File: src/rtl/touch_adc_pkg.sv
// constants and carrier types for the touch converter serial sequencer
package touch_adc_pkg;

  // command byte field positions, shifted msb first
  localparam int START_BIT_POS   = 7;
  localparam int CHANNEL_MSB     = 6;
  localparam int CHANNEL_LSB     = 4;
  localparam int RES_BIT_POS     = 3;
  localparam int REFMODE_BIT_POS = 2;
  localparam int PSEL_HIGH_POS   = 1;
  localparam int PSEL_LOW_POS    = 0;

  // conversion framing, in serial clocks after the last command bit
  localparam int ACQ_CLOCKS      = 3;
  localparam int BITS_12         = 12;
  localparam int BITS_8          = 8;
  localparam int CMD_BITS        = 8;

  // reset values
  localparam logic [7:0]  CMD_RESET    = 8'h00;
  localparam logic [11:0] RESULT_RESET = 12'h000;
  localparam logic [3:0]  COUNT_RESET  = 4'h0;

  typedef enum logic [1:0] {
    PWR_AUTO_DOWN = 2'b00,
    PWR_REF_OFF   = 2'b01,
    PWR_ADC_OFF   = 2'b10,
    PWR_ALWAYS    = 2'b11
  } power_mode_t;

  typedef struct packed {
    logic [2:0]  channel_select;
    logic        short_result;
    logic        reference_mode_select;
    power_mode_t power;
  } command_t;

  localparam command_t COMMAND_RESET = '{3'h0, 1'b0, 1'b0, PWR_AUTO_DOWN};

  typedef struct packed {
    logic converter_powered;
    logic reference_powered;
    logic drivers_on;
    logic sampling;
  } power_status_t;

endpackage : touch_adc_pkg

File: src/rtl/touch_adc_serial_conversion.sv
// serial command decode, conversion sequencing and result shift-out
// Behaviour
// - a command overlapped with the previous result is accepted
// - converter stays powered while the host pauses mid-conversion
// - fifteen clocks per conversion with overlapped commands works
// - result is unsigned straight binary, msb first
// - eight-bit option ends conversion four clocks sooner
// - low power bit one keeps converter powered, zero powers it down between
// - single-ended mode drives panel only during acquisition
// - ratiometric mode drives panel during acquisition and conversion
// - chip select high powers down and abandons the conversion
// - chip select high leaves the reference setting untouched
// - command: start, channel, resolution, reference mode, two power bits
// - input ignored until start bit; resolution bit high means eight bits
// - next command may start every 15th or 11th clock
// - power encodings decoded; reference setting latched as busy rises
`timescale 1ns/1ps

module touch_adc_serial_conversion #(
  parameter int RESULT_BITS = touch_adc_pkg::BITS_12
) (
  input  wire logic                         sys_clk_in,                 // 25 MHz system clock
  input  wire logic                         reset_n_in,                 // async reset, active low
  input  wire logic                         serial_shift_clock_in,      // host serial clock pin
  input  wire logic                         chip_select_n_in,           // host chip select, active low
  input  wire logic                         serial_data_in,             // host command bit
  input  wire logic [RESULT_BITS-1:0]       sample_code_in,             // quantised analog sample
  output logic                              serial_data_out,            // result bit
  output logic                              serial_data_oe_out,         // result pin driven
  output logic                              busy_out,                   // high from end of acquisition to first result bit
  output logic                              busy_oe_out,                // busy pin driven
  output logic [2:0]                        channel_select_out,         // latched channel
  output logic                              reference_mode_select_out,  // latched reference mode
  output touch_adc_pkg::power_status_t      power_status_out            // power and driver state
);

  typedef enum logic [1:0] {ST_IDLE, ST_ACQ, ST_CONV} seq_state_t;

  logic [1:0] clk_sync;
  logic [1:0] cs_sync;
  logic [1:0] din_sync;
  logic       clk_prev;
  logic [6:0] cmd_shift;
  logic       cmd_active;
  logic [2:0] cmd_count;
  logic [3:0] count;
  logic [3:0] conv_len;
  logic [RESULT_BITS-1:0] result_shift;
  logic       ref_latched;
  touch_adc_pkg::command_t cmd;
  seq_state_t state;

  wire clk_s   = clk_sync[1];
  wire cs_high = cs_sync[1];
  wire din_s   = din_sync[1];
  wire rise    = clk_s & ~clk_prev;
  wire fall    = ~clk_s & clk_prev;

  // start bit seen while no command is shifting; acquisition is never cut short
  wire start_seen = rise & din_s & ~cmd_active & (state != ST_ACQ);
  wire cmd_done   = rise & cmd_active & (cmd_count == 3'(touch_adc_pkg::CMD_BITS - 2));
  wire [7:0] cmd_byte = {cmd_shift, din_s};
  // field decode of the freshly completed byte
  wire touch_adc_pkg::command_t next_cmd = '{
    cmd_byte[touch_adc_pkg::CHANNEL_MSB:touch_adc_pkg::CHANNEL_LSB],
    cmd_byte[touch_adc_pkg::RES_BIT_POS],
    cmd_byte[touch_adc_pkg::REFMODE_BIT_POS],
    touch_adc_pkg::power_mode_t'(cmd_byte[touch_adc_pkg::PSEL_HIGH_POS:touch_adc_pkg::PSEL_LOW_POS])};
  // eight-bit result is four clocks shorter
  wire [3:0] next_len = next_cmd.short_result ? 4'(touch_adc_pkg::BITS_8) : 4'(touch_adc_pkg::BITS_12);
  wire acq_done   = fall & (state == ST_ACQ) & (count == 4'(touch_adc_pkg::ACQ_CLOCKS - 1));
  wire conv_done  = fall & (state == ST_CONV) & (count == conv_len - 4'h1);
  wire converting = (state == ST_CONV) | (state == ST_ACQ);
  // low power bit selects converter always on or auto power-down
  wire adc_keep   = cmd.power[touch_adc_pkg::PSEL_LOW_POS];
  // powered through the whole conversion, however long host pauses
  wire next_adc_on = ~cs_high & (converting | adc_keep);
  wire next_drv = ~cs_high & ((state == ST_ACQ) | ((state == ST_CONV) & ~cmd.reference_mode_select));

  always_ff @(posedge sys_clk_in or negedge reset_n_in)
  begin
    if (!reset_n_in)
    begin
      clk_sync <= 2'h0;
      cs_sync  <= 2'h3;
      din_sync <= 2'h0;
      clk_prev <= 1'b0;
    end
    else
    begin
      clk_sync <= {clk_sync[0], serial_shift_clock_in};
      cs_sync  <= {cs_sync[0], chip_select_n_in};
      din_sync <= {din_sync[0], serial_data_in};
      clk_prev <= clk_s;
    end
  end

  // command receiver runs beside the sequencer, so the
  // next command shifts in while the current result is still going out
  always_ff @(posedge sys_clk_in or negedge reset_n_in)
  begin
    if (!reset_n_in)
    begin
      cmd_active <= 1'b0;
      cmd_count  <= 3'h0;
      cmd_shift  <= 7'h00;
      conv_len   <= 4'h0;
      cmd        <= touch_adc_pkg::COMMAND_RESET;
    end
    else if (cs_high)
    begin
      // fields, power bits included, survive deselect
      cmd_active <= 1'b0;
      cmd_count  <= 3'h0;
    end
    else if (start_seen)
    begin
      cmd_active <= 1'b1;
      cmd_count  <= 3'h0;
      cmd_shift  <= 7'h01;
    end
    else if (cmd_done)
    begin
      cmd_active <= 1'b0;
      cmd        <= next_cmd;
      conv_len   <= next_len;
    end
    else if (rise && cmd_active)
    begin
      // command bits taken on rising edges
      cmd_shift <= {cmd_shift[5:0], din_s};
      cmd_count <= cmd_count + 3'h1;
    end
  end

  // sequencer: acquisition then conversion, restarted by each finished command
  always_ff @(posedge sys_clk_in or negedge reset_n_in)
  begin
    if (!reset_n_in)
    begin
      state <= ST_IDLE;
      count <= touch_adc_pkg::COUNT_RESET;
    end
    else if (cs_high)
    begin
      state <= ST_IDLE;
      count <= touch_adc_pkg::COUNT_RESET;
    end
    else if (cmd_done)
    begin
      // a command sent too early overrides the conversion still running
      state <= ST_ACQ;
      count <= touch_adc_pkg::COUNT_RESET;
    end
    else
    begin
      unique case (state)
        ST_IDLE:
        begin
          state <= ST_IDLE;
        end
        ST_ACQ:
        begin
          if (acq_done)
          begin
            state <= ST_CONV;
            count <= touch_adc_pkg::COUNT_RESET;
          end
          else if (fall)
          begin
            count <= count + 4'h1;
          end
        end
        ST_CONV:
        begin
          if (conv_done)
          begin
            state <= ST_IDLE;
          end
          else if (fall)
          begin
            count <= count + 4'h1;
          end
        end
        default:
        begin
          state <= ST_IDLE;
        end
      endcase
    end
  end

  // output stage: result shifted msb first after falling edges
  always_ff @(posedge sys_clk_in or negedge reset_n_in)
  begin
    if (!reset_n_in)
    begin
      result_shift       <= touch_adc_pkg::RESULT_RESET;
      serial_data_out    <= 1'b0;
      serial_data_oe_out <= 1'b0;
      busy_out           <= 1'b0;
      busy_oe_out        <= 1'b0;
      ref_latched        <= 1'b0;
      channel_select_out <= 3'h0;
      reference_mode_select_out <= 1'b0;
      power_status_out   <= '0;
    end
    else
    begin
      serial_data_oe_out <= ~cs_high;
      busy_oe_out        <= ~cs_high;
      channel_select_out <= cmd.channel_select;
      reference_mode_select_out <= cmd.reference_mode_select;
      power_status_out   <= '{next_adc_on, ref_latched, next_drv, ~cs_high & (state == ST_ACQ)};
      if (cs_high)
      begin
        busy_out        <= 1'b0;
        serial_data_out <= 1'b0;
      end
      else if (acq_done)
      begin
        // straight binary, 8-bit result is the top bits, zero padded
        result_shift <= cmd.short_result
                        ? {sample_code_in[RESULT_BITS-1 -: touch_adc_pkg::BITS_8],
                           {(RESULT_BITS-touch_adc_pkg::BITS_8){1'b0}}}
                        : sample_code_in;
        // reference power latched as busy rises
        busy_out    <= 1'b1;
        ref_latched <= cmd.power[touch_adc_pkg::PSEL_HIGH_POS];
      end
      else if (fall && state == ST_CONV)
      begin
        // each bit updates after a falling edge
        busy_out        <= 1'b0;
        serial_data_out <= result_shift[RESULT_BITS-1];
        result_shift    <= {result_shift[RESULT_BITS-2:0], 1'b0};
      end
      else if (fall && state == ST_IDLE)
      begin
        serial_data_out <= 1'b0;
      end
    end
  end

endmodule : touch_adc_serial_conversion

File: config.mk
export PLATFORM = sky130hd
export DESIGN_NAME = touch_adc_serial_conversion
export DESIGN_NICKNAME = d
export VERILOG_FILES = /design/src/rtl/touch_adc_pkg.sv /design/src/rtl/touch_adc_serial_conversion.sv
export SDC_FILE = /design/constraint.sdc
export NUM_CORES = 1
export LEC_CHECK = 0
export ABC_AREA = 1
export BUFFER_PORTS_ARGS = -buffer_cell sky130_fd_sc_hd__buf_2
export CELL_PAD_IN_SITES_DETAIL_PLACEMENT = 1
export CELL_PAD_IN_SITES_GLOBAL_PLACEMENT = 2
export CORE_MARGIN = 1
export CORE_UTILIZATION = 37
export CTS_BUF_LIST = sky130_fd_sc_hd__clkbuf_2
export DETAILED_ROUTE_END_ITERATION = 10
export PLACE_DENSITY = 0.79
export SLEW_MARGIN = 20
export SYNTH_ARGS = -nofsm -noshare
export SYNTH_HDL_FRONTEND = slang
export SYNTH_SLANG_ARGS = --single-unit
File: constraint.sdc
create_clock -name sys_clk_in -period 2.05 [get_ports sys_clk_in]
set_input_delay 0 -clock sys_clk_in [delete_from_list [all_inputs] [get_ports sys_clk_in]]
set_output_delay 0 -clock sys_clk_in [all_outputs]
set_load 0.02 [all_outputs]
After elaboration in Yosys (flattened, before gate mapping) --
Cells that the tools add are included.
Storage, ports and cells: logic and storage cells 115, bits of input ports 17, output and inout bits 12, register bits after elaboration 58
Operators by class: bitwise logic cells 24, muxes and demuxes 32, $add $sub $neg 3, equal/unequal tests 12, reduce and logical (&&, ||, !) cells 19
Operators by type and width (number):
- 12-bit two-way mux | 2
- 4-bit two-way mux | 6
- 6-bit two-way mux | 3
- 1-bit AND | 15
- 3-bit two-way mux | 5
- 4-bit inequality test, second input constant | 3
- 2-bit AND reduction | 6
- 3-bit nonzero test | 4
- 1-bit two-way mux | 10
- 2-bit two-way mux | 4
- 4-bit case mux with 2 select lines | 1
- 1-bit inverter | 6
- 3-bit AND reduction | 2
- 4-bit by 1-bit adder with 4-bit output, second input constant | 1
- 4-bit by 2-bit == test with 1-bit output, second input constant | 1
- 4-bit == test | 1
- 2-bit inequality test, second input constant | 2
- 2-bit case mux with 2 select lines | 1
- 2-bit nonzero test | 2
- 4-bit nonzero test | 1
- 4-bit by 1-bit subtractor with 4-bit output, second input constant | 1
- 3-bit by 1-bit adder with 3-bit output, second input constant | 1
- 3-bit == test, second input constant | 1
- 1-bit logical AND | 3
- other kinds (6) | 8

Longest topological paths before layout --
depth after elaboration 8, mapped depth 11, depth with buffers taken out 11

Worst setup path before layout --
OpenSTA, ideal clock, no wires.
path kind register to register, from register state[1], to register result_shift[10], setup time 0.117 ns, cell stages (with the launch flop) 12, arrival 1.424 ns, data required time 1.933 ns, path slack 0.509 ns, path through dfrtp_1 inv_1 ha_1 nand2_1 inv_1 nand3_4 nor2_4 inv_2 nand2_4 buf_6 o21a_1 nor2_1
Between the ends: longest elaborated chain between the ends 5, elaborated cells between the ends (all ways) 8, classes of those cells 2 x eq/ne; 1 x mux; 2 x bitwise; 3 x reduce/logical
RTL lines:
- start: declaration | line touch_adc_serial_conversion.sv:51 | seq_state_t state;
- start signal: assignment | line touch_adc_serial_conversion.sv:141 | state <= ST_IDLE;
- start signal: assignment | line touch_adc_serial_conversion.sv:146 | state <= ST_IDLE;
- start signal: assignment | line touch_adc_serial_conversion.sv:152 | state <= ST_ACQ;
- 2-bit by 1-bit == test with 1-bit output | line touch_adc_serial_conversion.sv:71 | wire acq_done = fall & (state == ST_ACQ) & (count == 4'(touch_adc_pkg::ACQ_CLOCKS - 1));
- 1-bit AND (2 in series) | line touch_adc_serial_conversion.sv:71
- 2-bit nonzero test (no source line)
- 2-bit AND reduction (no source line)
- end signal: assignment | line touch_adc_serial_conversion.sv:198 | result_shift <= touch_adc_pkg::RESULT_RESET;
- end signal: assignment | line touch_adc_serial_conversion.sv:223 | result_shift <= cmd.short_result
- end signal: assignment | line touch_adc_serial_conversion.sv:236 | result_shift <= {result_shift[RESULT_BITS-2:0], 1'b0};
- end: declaration | line touch_adc_serial_conversion.sv:48 | logic [RESULT_BITS-1:0] result_shift;
Several ways; a longest one is shown, not always the timed one. A chain may end at the register's enable or synchronous reset.

Final worst setup path --
from register state[1], to register result_shift[9]
The elaborated chain is that of the path after synthesis.

==> out/qor_table.md <==
| Group | Item | Value |
|---|---|---|
| finish | Filler cell count | 822 |
| pwr | Static Leakage | 0.001570 uW |
| logic synthesis | Number of distinct standard cells referenced by the synthesized netlist | 28 |
| routing | Count of vias placed by the detailed router | 1996 |
| placement | IO buf count | 28 |
| floorplan | Floorplan core area | 6832 um^2 |
| routing | Wire length per cell | 12.94 um |
| worst setup path | Setup slack, reg-to-reg | 0.22 ns |
| logic synthesis | Number of synthesized flops with an enable pin | 0 |
| timing | Clock Skews | 0.02962 ns |
| timing | Min Clock Period, post-route | 1.827 ns |
| timing | Number of max-slew violations in the final report | 0 |
| logic synthesis | Area of the mapped netlist | 2639 um^2 |
| worst setup path | Worst-path cell chain | inv_1, ha_1, nand2_1, inv_1, nand3_4, nor2_4, inv_2, nand2_4, o21a_1, nor2_1 |
| clock network | Clock latency of the later-clocked register in the worst-skew pair | 0.48 ns |
| worst setup path | Nature of the critical path endpoint | register |
| logic synthesis | Cell type contributing the most total cell area after synthesis | sky130_fd_sc_hd__dfrtp_1 |
| placement | Cell area after placement | 2858 um^2 |
| clock network | Clock tree from TritonCTS | yes |
| run | Count of maximum capacitance violations | 0 |
| pwr | P_sw | 496.4 uW |
| clock network | Depth of the CTS H-tree | 2 |
| worst setup path | R2r endpoint | result_shift[9] |
| logic synthesis | Area share of the largest cell type after synthesis | 51.21% |
| routing | Avg Vias per Cell | 4.578 |
| floorplan | Die footprint | 7474 um^2 |
| routing | Count of nets left with antenna violations after detail routing | 0 |
| logic synthesis | Mapped Avg Cell Area | 9.099 um^2 |
| outcome | Status | completed |
| finish | Share of post-route cells with drive strength above 1 | 20.00% |
| worst setup path | Max stage delay on crit path | 0.47 ns |
| logic synthesis | Post-synthesis sequential area ratio | 53.20% |
| worst setup path | Data required, critical path | 2.45 ns |
| finish | Multi-input logic area | 1059 um^2 |
| global routing | Global-route layer with the greatest usage | met2 |
| placement | Count of placed standard cells including taps | 410 |
| global routing | Number of global-route vias before repair | 2052 |
| pwr | Power per cell area | 613.8 nW/um^2 |
| finish | Number of inserted diodes | 0 |
| worst setup path | Arrival @ worst endpoint | 2.23 ns |
| finish | Storage element area | 1404 um^2 |
| routing | Pre-Repair DR Iteration Count | 4 |
| finish | Area of all placed cells without fillers | 3109 um^2 |
| global routing | GR Util All Layers | 16.87% |
| global routing | Met3 layer usage reported by global route | 3.238% |
| logic synthesis | Leading post-synthesis cells by instance count | sky130_fd_sc_hd__nand2_1 (68), sky130_fd_sc_hd__dfrtp_1 (54), sky130_fd_sc_hd__nor2_1 (49) |
| global routing | Initial antenna violation count | 0 |
| pwr | Comb pwr share | 8.3% |
| timing | Total Negative Setup Slacks | 0 ns |
| hold path | Worst min-delay path endpoint | cs_sync[0] |
| hold path | Hold Path Class | in2reg |
| routing | Number of DRC violations after detailed-routing iteration 0 | 55 |
| worst setup path | Critical Path Slowest Stage Cell | sky130_fd_sc_hd__dfrtp_1 |
| logic synthesis | Synth Flop Type | sky130_fd_sc_hd__dfrtp_1 |
| clock network | Clock buffer depth | 2 |
| worst setup path | R2r worst-path depth | 10 |
| placement | Last weighted congestion value of the routability-driven placer | 0.7476 |
| floorplan | Count of pins on the block boundary | 29 |
| routing | Wire length after detailed routing | 5.643 mm |
| finish | Area Growth Syn to Fin | 17.83% |
| pwr | Total internal power | 1412 uW |
| worst setup path | Reg2Reg Launch Point | state[1] |
| global routing | Global-route met2 utilization | 28.72% |
| floorplan | Width of the die | 86.45 um |
| timing | Final cycle utilization of the critical path | 89.10% |
| logic synthesis | Post-synthesis async set-or-reset flop share | 100.0% |
| logic synthesis | Syn nets | 314 |
| timing | Worst-case headroom to the max-slew limit | 44.25% |
| timing | Fin. Hold Viols | 0 |
| timing | Worst hold slack across all endpoints | 0.1405 ns |
| floorplan | Placement row count | 30 |
| global routing | Pin count of the biggest net entering global routing | 23 |
| timing | Final setup violation count | 0 |
| logic synthesis | Number of flip-flops and latches in the synthesized netlist | 56 |
| pwr | Clock share of power | 31.3% |
| global routing | First-pass GRT wire length | 9.777 mm |
| floorplan | Overall die height | 86.45 um |
| routing | DRC violations left | 0 |
| worst setup path | Startpoint-to-endpoint class of the critical path | reg2reg |
| logic synthesis | Warnings, synthesis | 0 |
| clock network | Setup Buffers After CTS | 0 |
| worst setup path | Cell with the most instances on the worst path | sky130_fd_sc_hd__inv_1 |
| worst setup path | Highest fanout seen on the critical path | 22 |
| finish | Non-filler instance count after layout | 436 |
| pwr | Fraction of power spent switching nets | 26.01% |
| pwr | Share of total power in sequential cells | 60.4% |
| pwr | Peak supply drop | 0.3064 mV |
| finish | # nets final | 363 |
| hold path | Launch point of the worst hold path | chip_select_n_in |
| timing | Pin slew with the least headroom to its limit | 0.8335 ns |
| clock network | Cell chosen for the clock root | sky130_fd_sc_hd__clkbuf_2 |
| clock network | Number of clock sinks | 56 |
| hold path | Count of cells along the worst hold path | 2 |
| timing | F_max | 0.5475 GHz |
| logic synthesis | Dominant cells by area after synthesis | sky130_fd_sc_hd__dfrtp_1 (51%), sky130_fd_sc_hd__nand2_1 (9.7%), sky130_fd_sc_hd__nor2_1 (7.0%) |
| logic synthesis | Most frequent cell after synthesis | sky130_fd_sc_hd__nand2_1 |
| global routing | Met1 GRT Util | 22.44% |
| clock network | CTS clock-pin slew for the worst setup and hold paths | 0.32 ns |
| floorplan | Effective utilization at floorplan | 38.63% |
| worst setup path | Kind of start point of the critical path | register |
| placement | HPWL after detailed placement | 3.985 mm |
| clock network | Number of CTS-inserted buffers | 5 |
| timing | RSZ-0062 raised after global routing | no |
| logic synthesis | Gate count of the mapped netlist | 290 |
| global routing | Leftover overflow at the end of global routing | 0 |
power groups by stage:
stage / logic [uW] / clock network [uW] / registers [uW]
after global placement: 135 / 0 / 1170
final: 158 / 597 / 1150
after floorplan: 71.8 / 0 / 1170
after global routing: 182 / 646 / 1160
after detailed placement: 134 / 0 / 1170
after CTS: 162 / 605 / 1150
flip-flops by register name, summed over array words and instances, names as in the netlist, 2 cells and up:
register and cells:
result_shift 12, cmd 6, cmd_shift 6, count 4, power_status_out 4, channel_select_out 3
cmd_count 3, clk_sync 2, conv_len 2, cs_sync 2, din_sync 2, state 2
metrics by stage:
| step | utilization [%] | power (uW) | worst slack [ns] |
|---|---|---|---|
| final | 45.51 | 1908 | 0.2234 |
| after global routing | 45.51 | 1985 | 0.05649 |
| after CTS | 45.51 | 1920 | 0.1664 |
| after detailed placement | 41.83 | 1305 | 0.2665 |
| after global placement | 41.83 | 1305 | 0.3292 |
| after floorplan | - | 1240 | 0.5093 |
routing by layer:
| layer | share of wire [%] | vias to the layer above |
|---|---|---|
| met3 | 2.4 | 5 |
| li1 | - | 1011 |
| met2 | 46 | 25 |
| met5 | 0 | - |
| met1 | 50 | 955 |
| met4 | 0.99 | 0 |
cells by family after synthesis:
group | count (synthesis) | share of synthesized area, %
buf+inv | 36 | 6.685
flops | 56 | 53.20
xor+xnor | 1 | 0.3320
simple gates | 153 | 27.12
compound gates | 37 | 9.341
fa+ha+maj | 7 | 3.319
timing repair:
item                                   4_1_cts  5_1_grt
endpoints found under the hold margin       69        0
resized for setup                            0        0
hold buffers                                18        0
critical path: cells and delay by family, from the launching register on:
| family | cells | cell delay [ns] |
|---|---|---|
| simple gates | 5 | 0.59 |
| flops | 1 | 0.47 |
| buf+inv | 3 | 0.26 |
| fa+ha+maj | 1 | 0.26 |
| compound gates | 1 | 0.17 |
layout by cell type (no fill, tap or decap), types with 2 or more instances in the layout:
cell type / netlist / final
sky130_fd_sc_hd__nand2_1: 68 / 68
sky130_fd_sc_hd__dfrtp_1: 54 / 54
sky130_fd_sc_hd__nor2_1: 49 / 49
sky130_fd_sc_hd__buf_2: 3 / 28
sky130_fd_sc_hd__inv_1: 24 / 24
sky130_fd_sc_hd__nand3_1: 20 / 20
sky130_fd_sc_hd__dlygate4sd3_1: 0 / 18
sky130_fd_sc_hd__o21ai_0: 12 / 12
sky130_fd_sc_hd__o21a_1: 9 / 9
sky130_fd_sc_hd__o21ai_2: 7 / 7
sky130_fd_sc_hd__ha_1: 7 / 7
sky130_fd_sc_hd__clkbuf_2: 0 / 5
sky130_fd_sc_hd__inv_2: 4 / 4
sky130_fd_sc_hd__nand2_4: 4 / 4
sky130_fd_sc_hd__buf_4: 1 / 4
sky130_fd_sc_hd__nor2_4: 3 / 3
sky130_fd_sc_hd__a21oi_2: 3 / 3
sky130_fd_sc_hd__o21ai_1: 3 / 3
sky130_fd_sc_hd__nor2_8: 2 / 2
sky130_fd_sc_hd__nand3b_1: 2 / 2
sky130_fd_sc_hd__a21oi_1: 2 / 2
sky130_fd_sc_hd__nand4_1: 2 / 2
sky130_fd_sc_hd__dfstp_2: 2 / 2
how the worst max path moves through the flow:
stage / from / to / cells past startpoint / slack [ns]
final: state[1] / result_shift[9] / 10 / 0.22
after global routing: state[1] / result_shift[9] / 10 / 0.06
after CTS: reset_n_in / power_status_out[2] / 4 / 0.17
after detailed placement: state[1] / result_shift[5] / 10 / 0.27
after global placement: state[1] / result_shift[4] / 10 / 0.33
after floorplan: state[1] / result_shift[10] / 11 / 0.51
final cells by class:
type | count | share of cell area, %
Tap cell | 96 | 3.863
Inverter | 28 | 3.380
Clock inverter | 3 | 1.489
Clock buffer | 5 | 0.8048
Multi-Input combinational cell | 198 | 34.04
Sequential cell | 56 | 45.15
Timing Repair Buffer | 50 | 11.27
No activity file was read; power rests on OpenSTA's default activity.
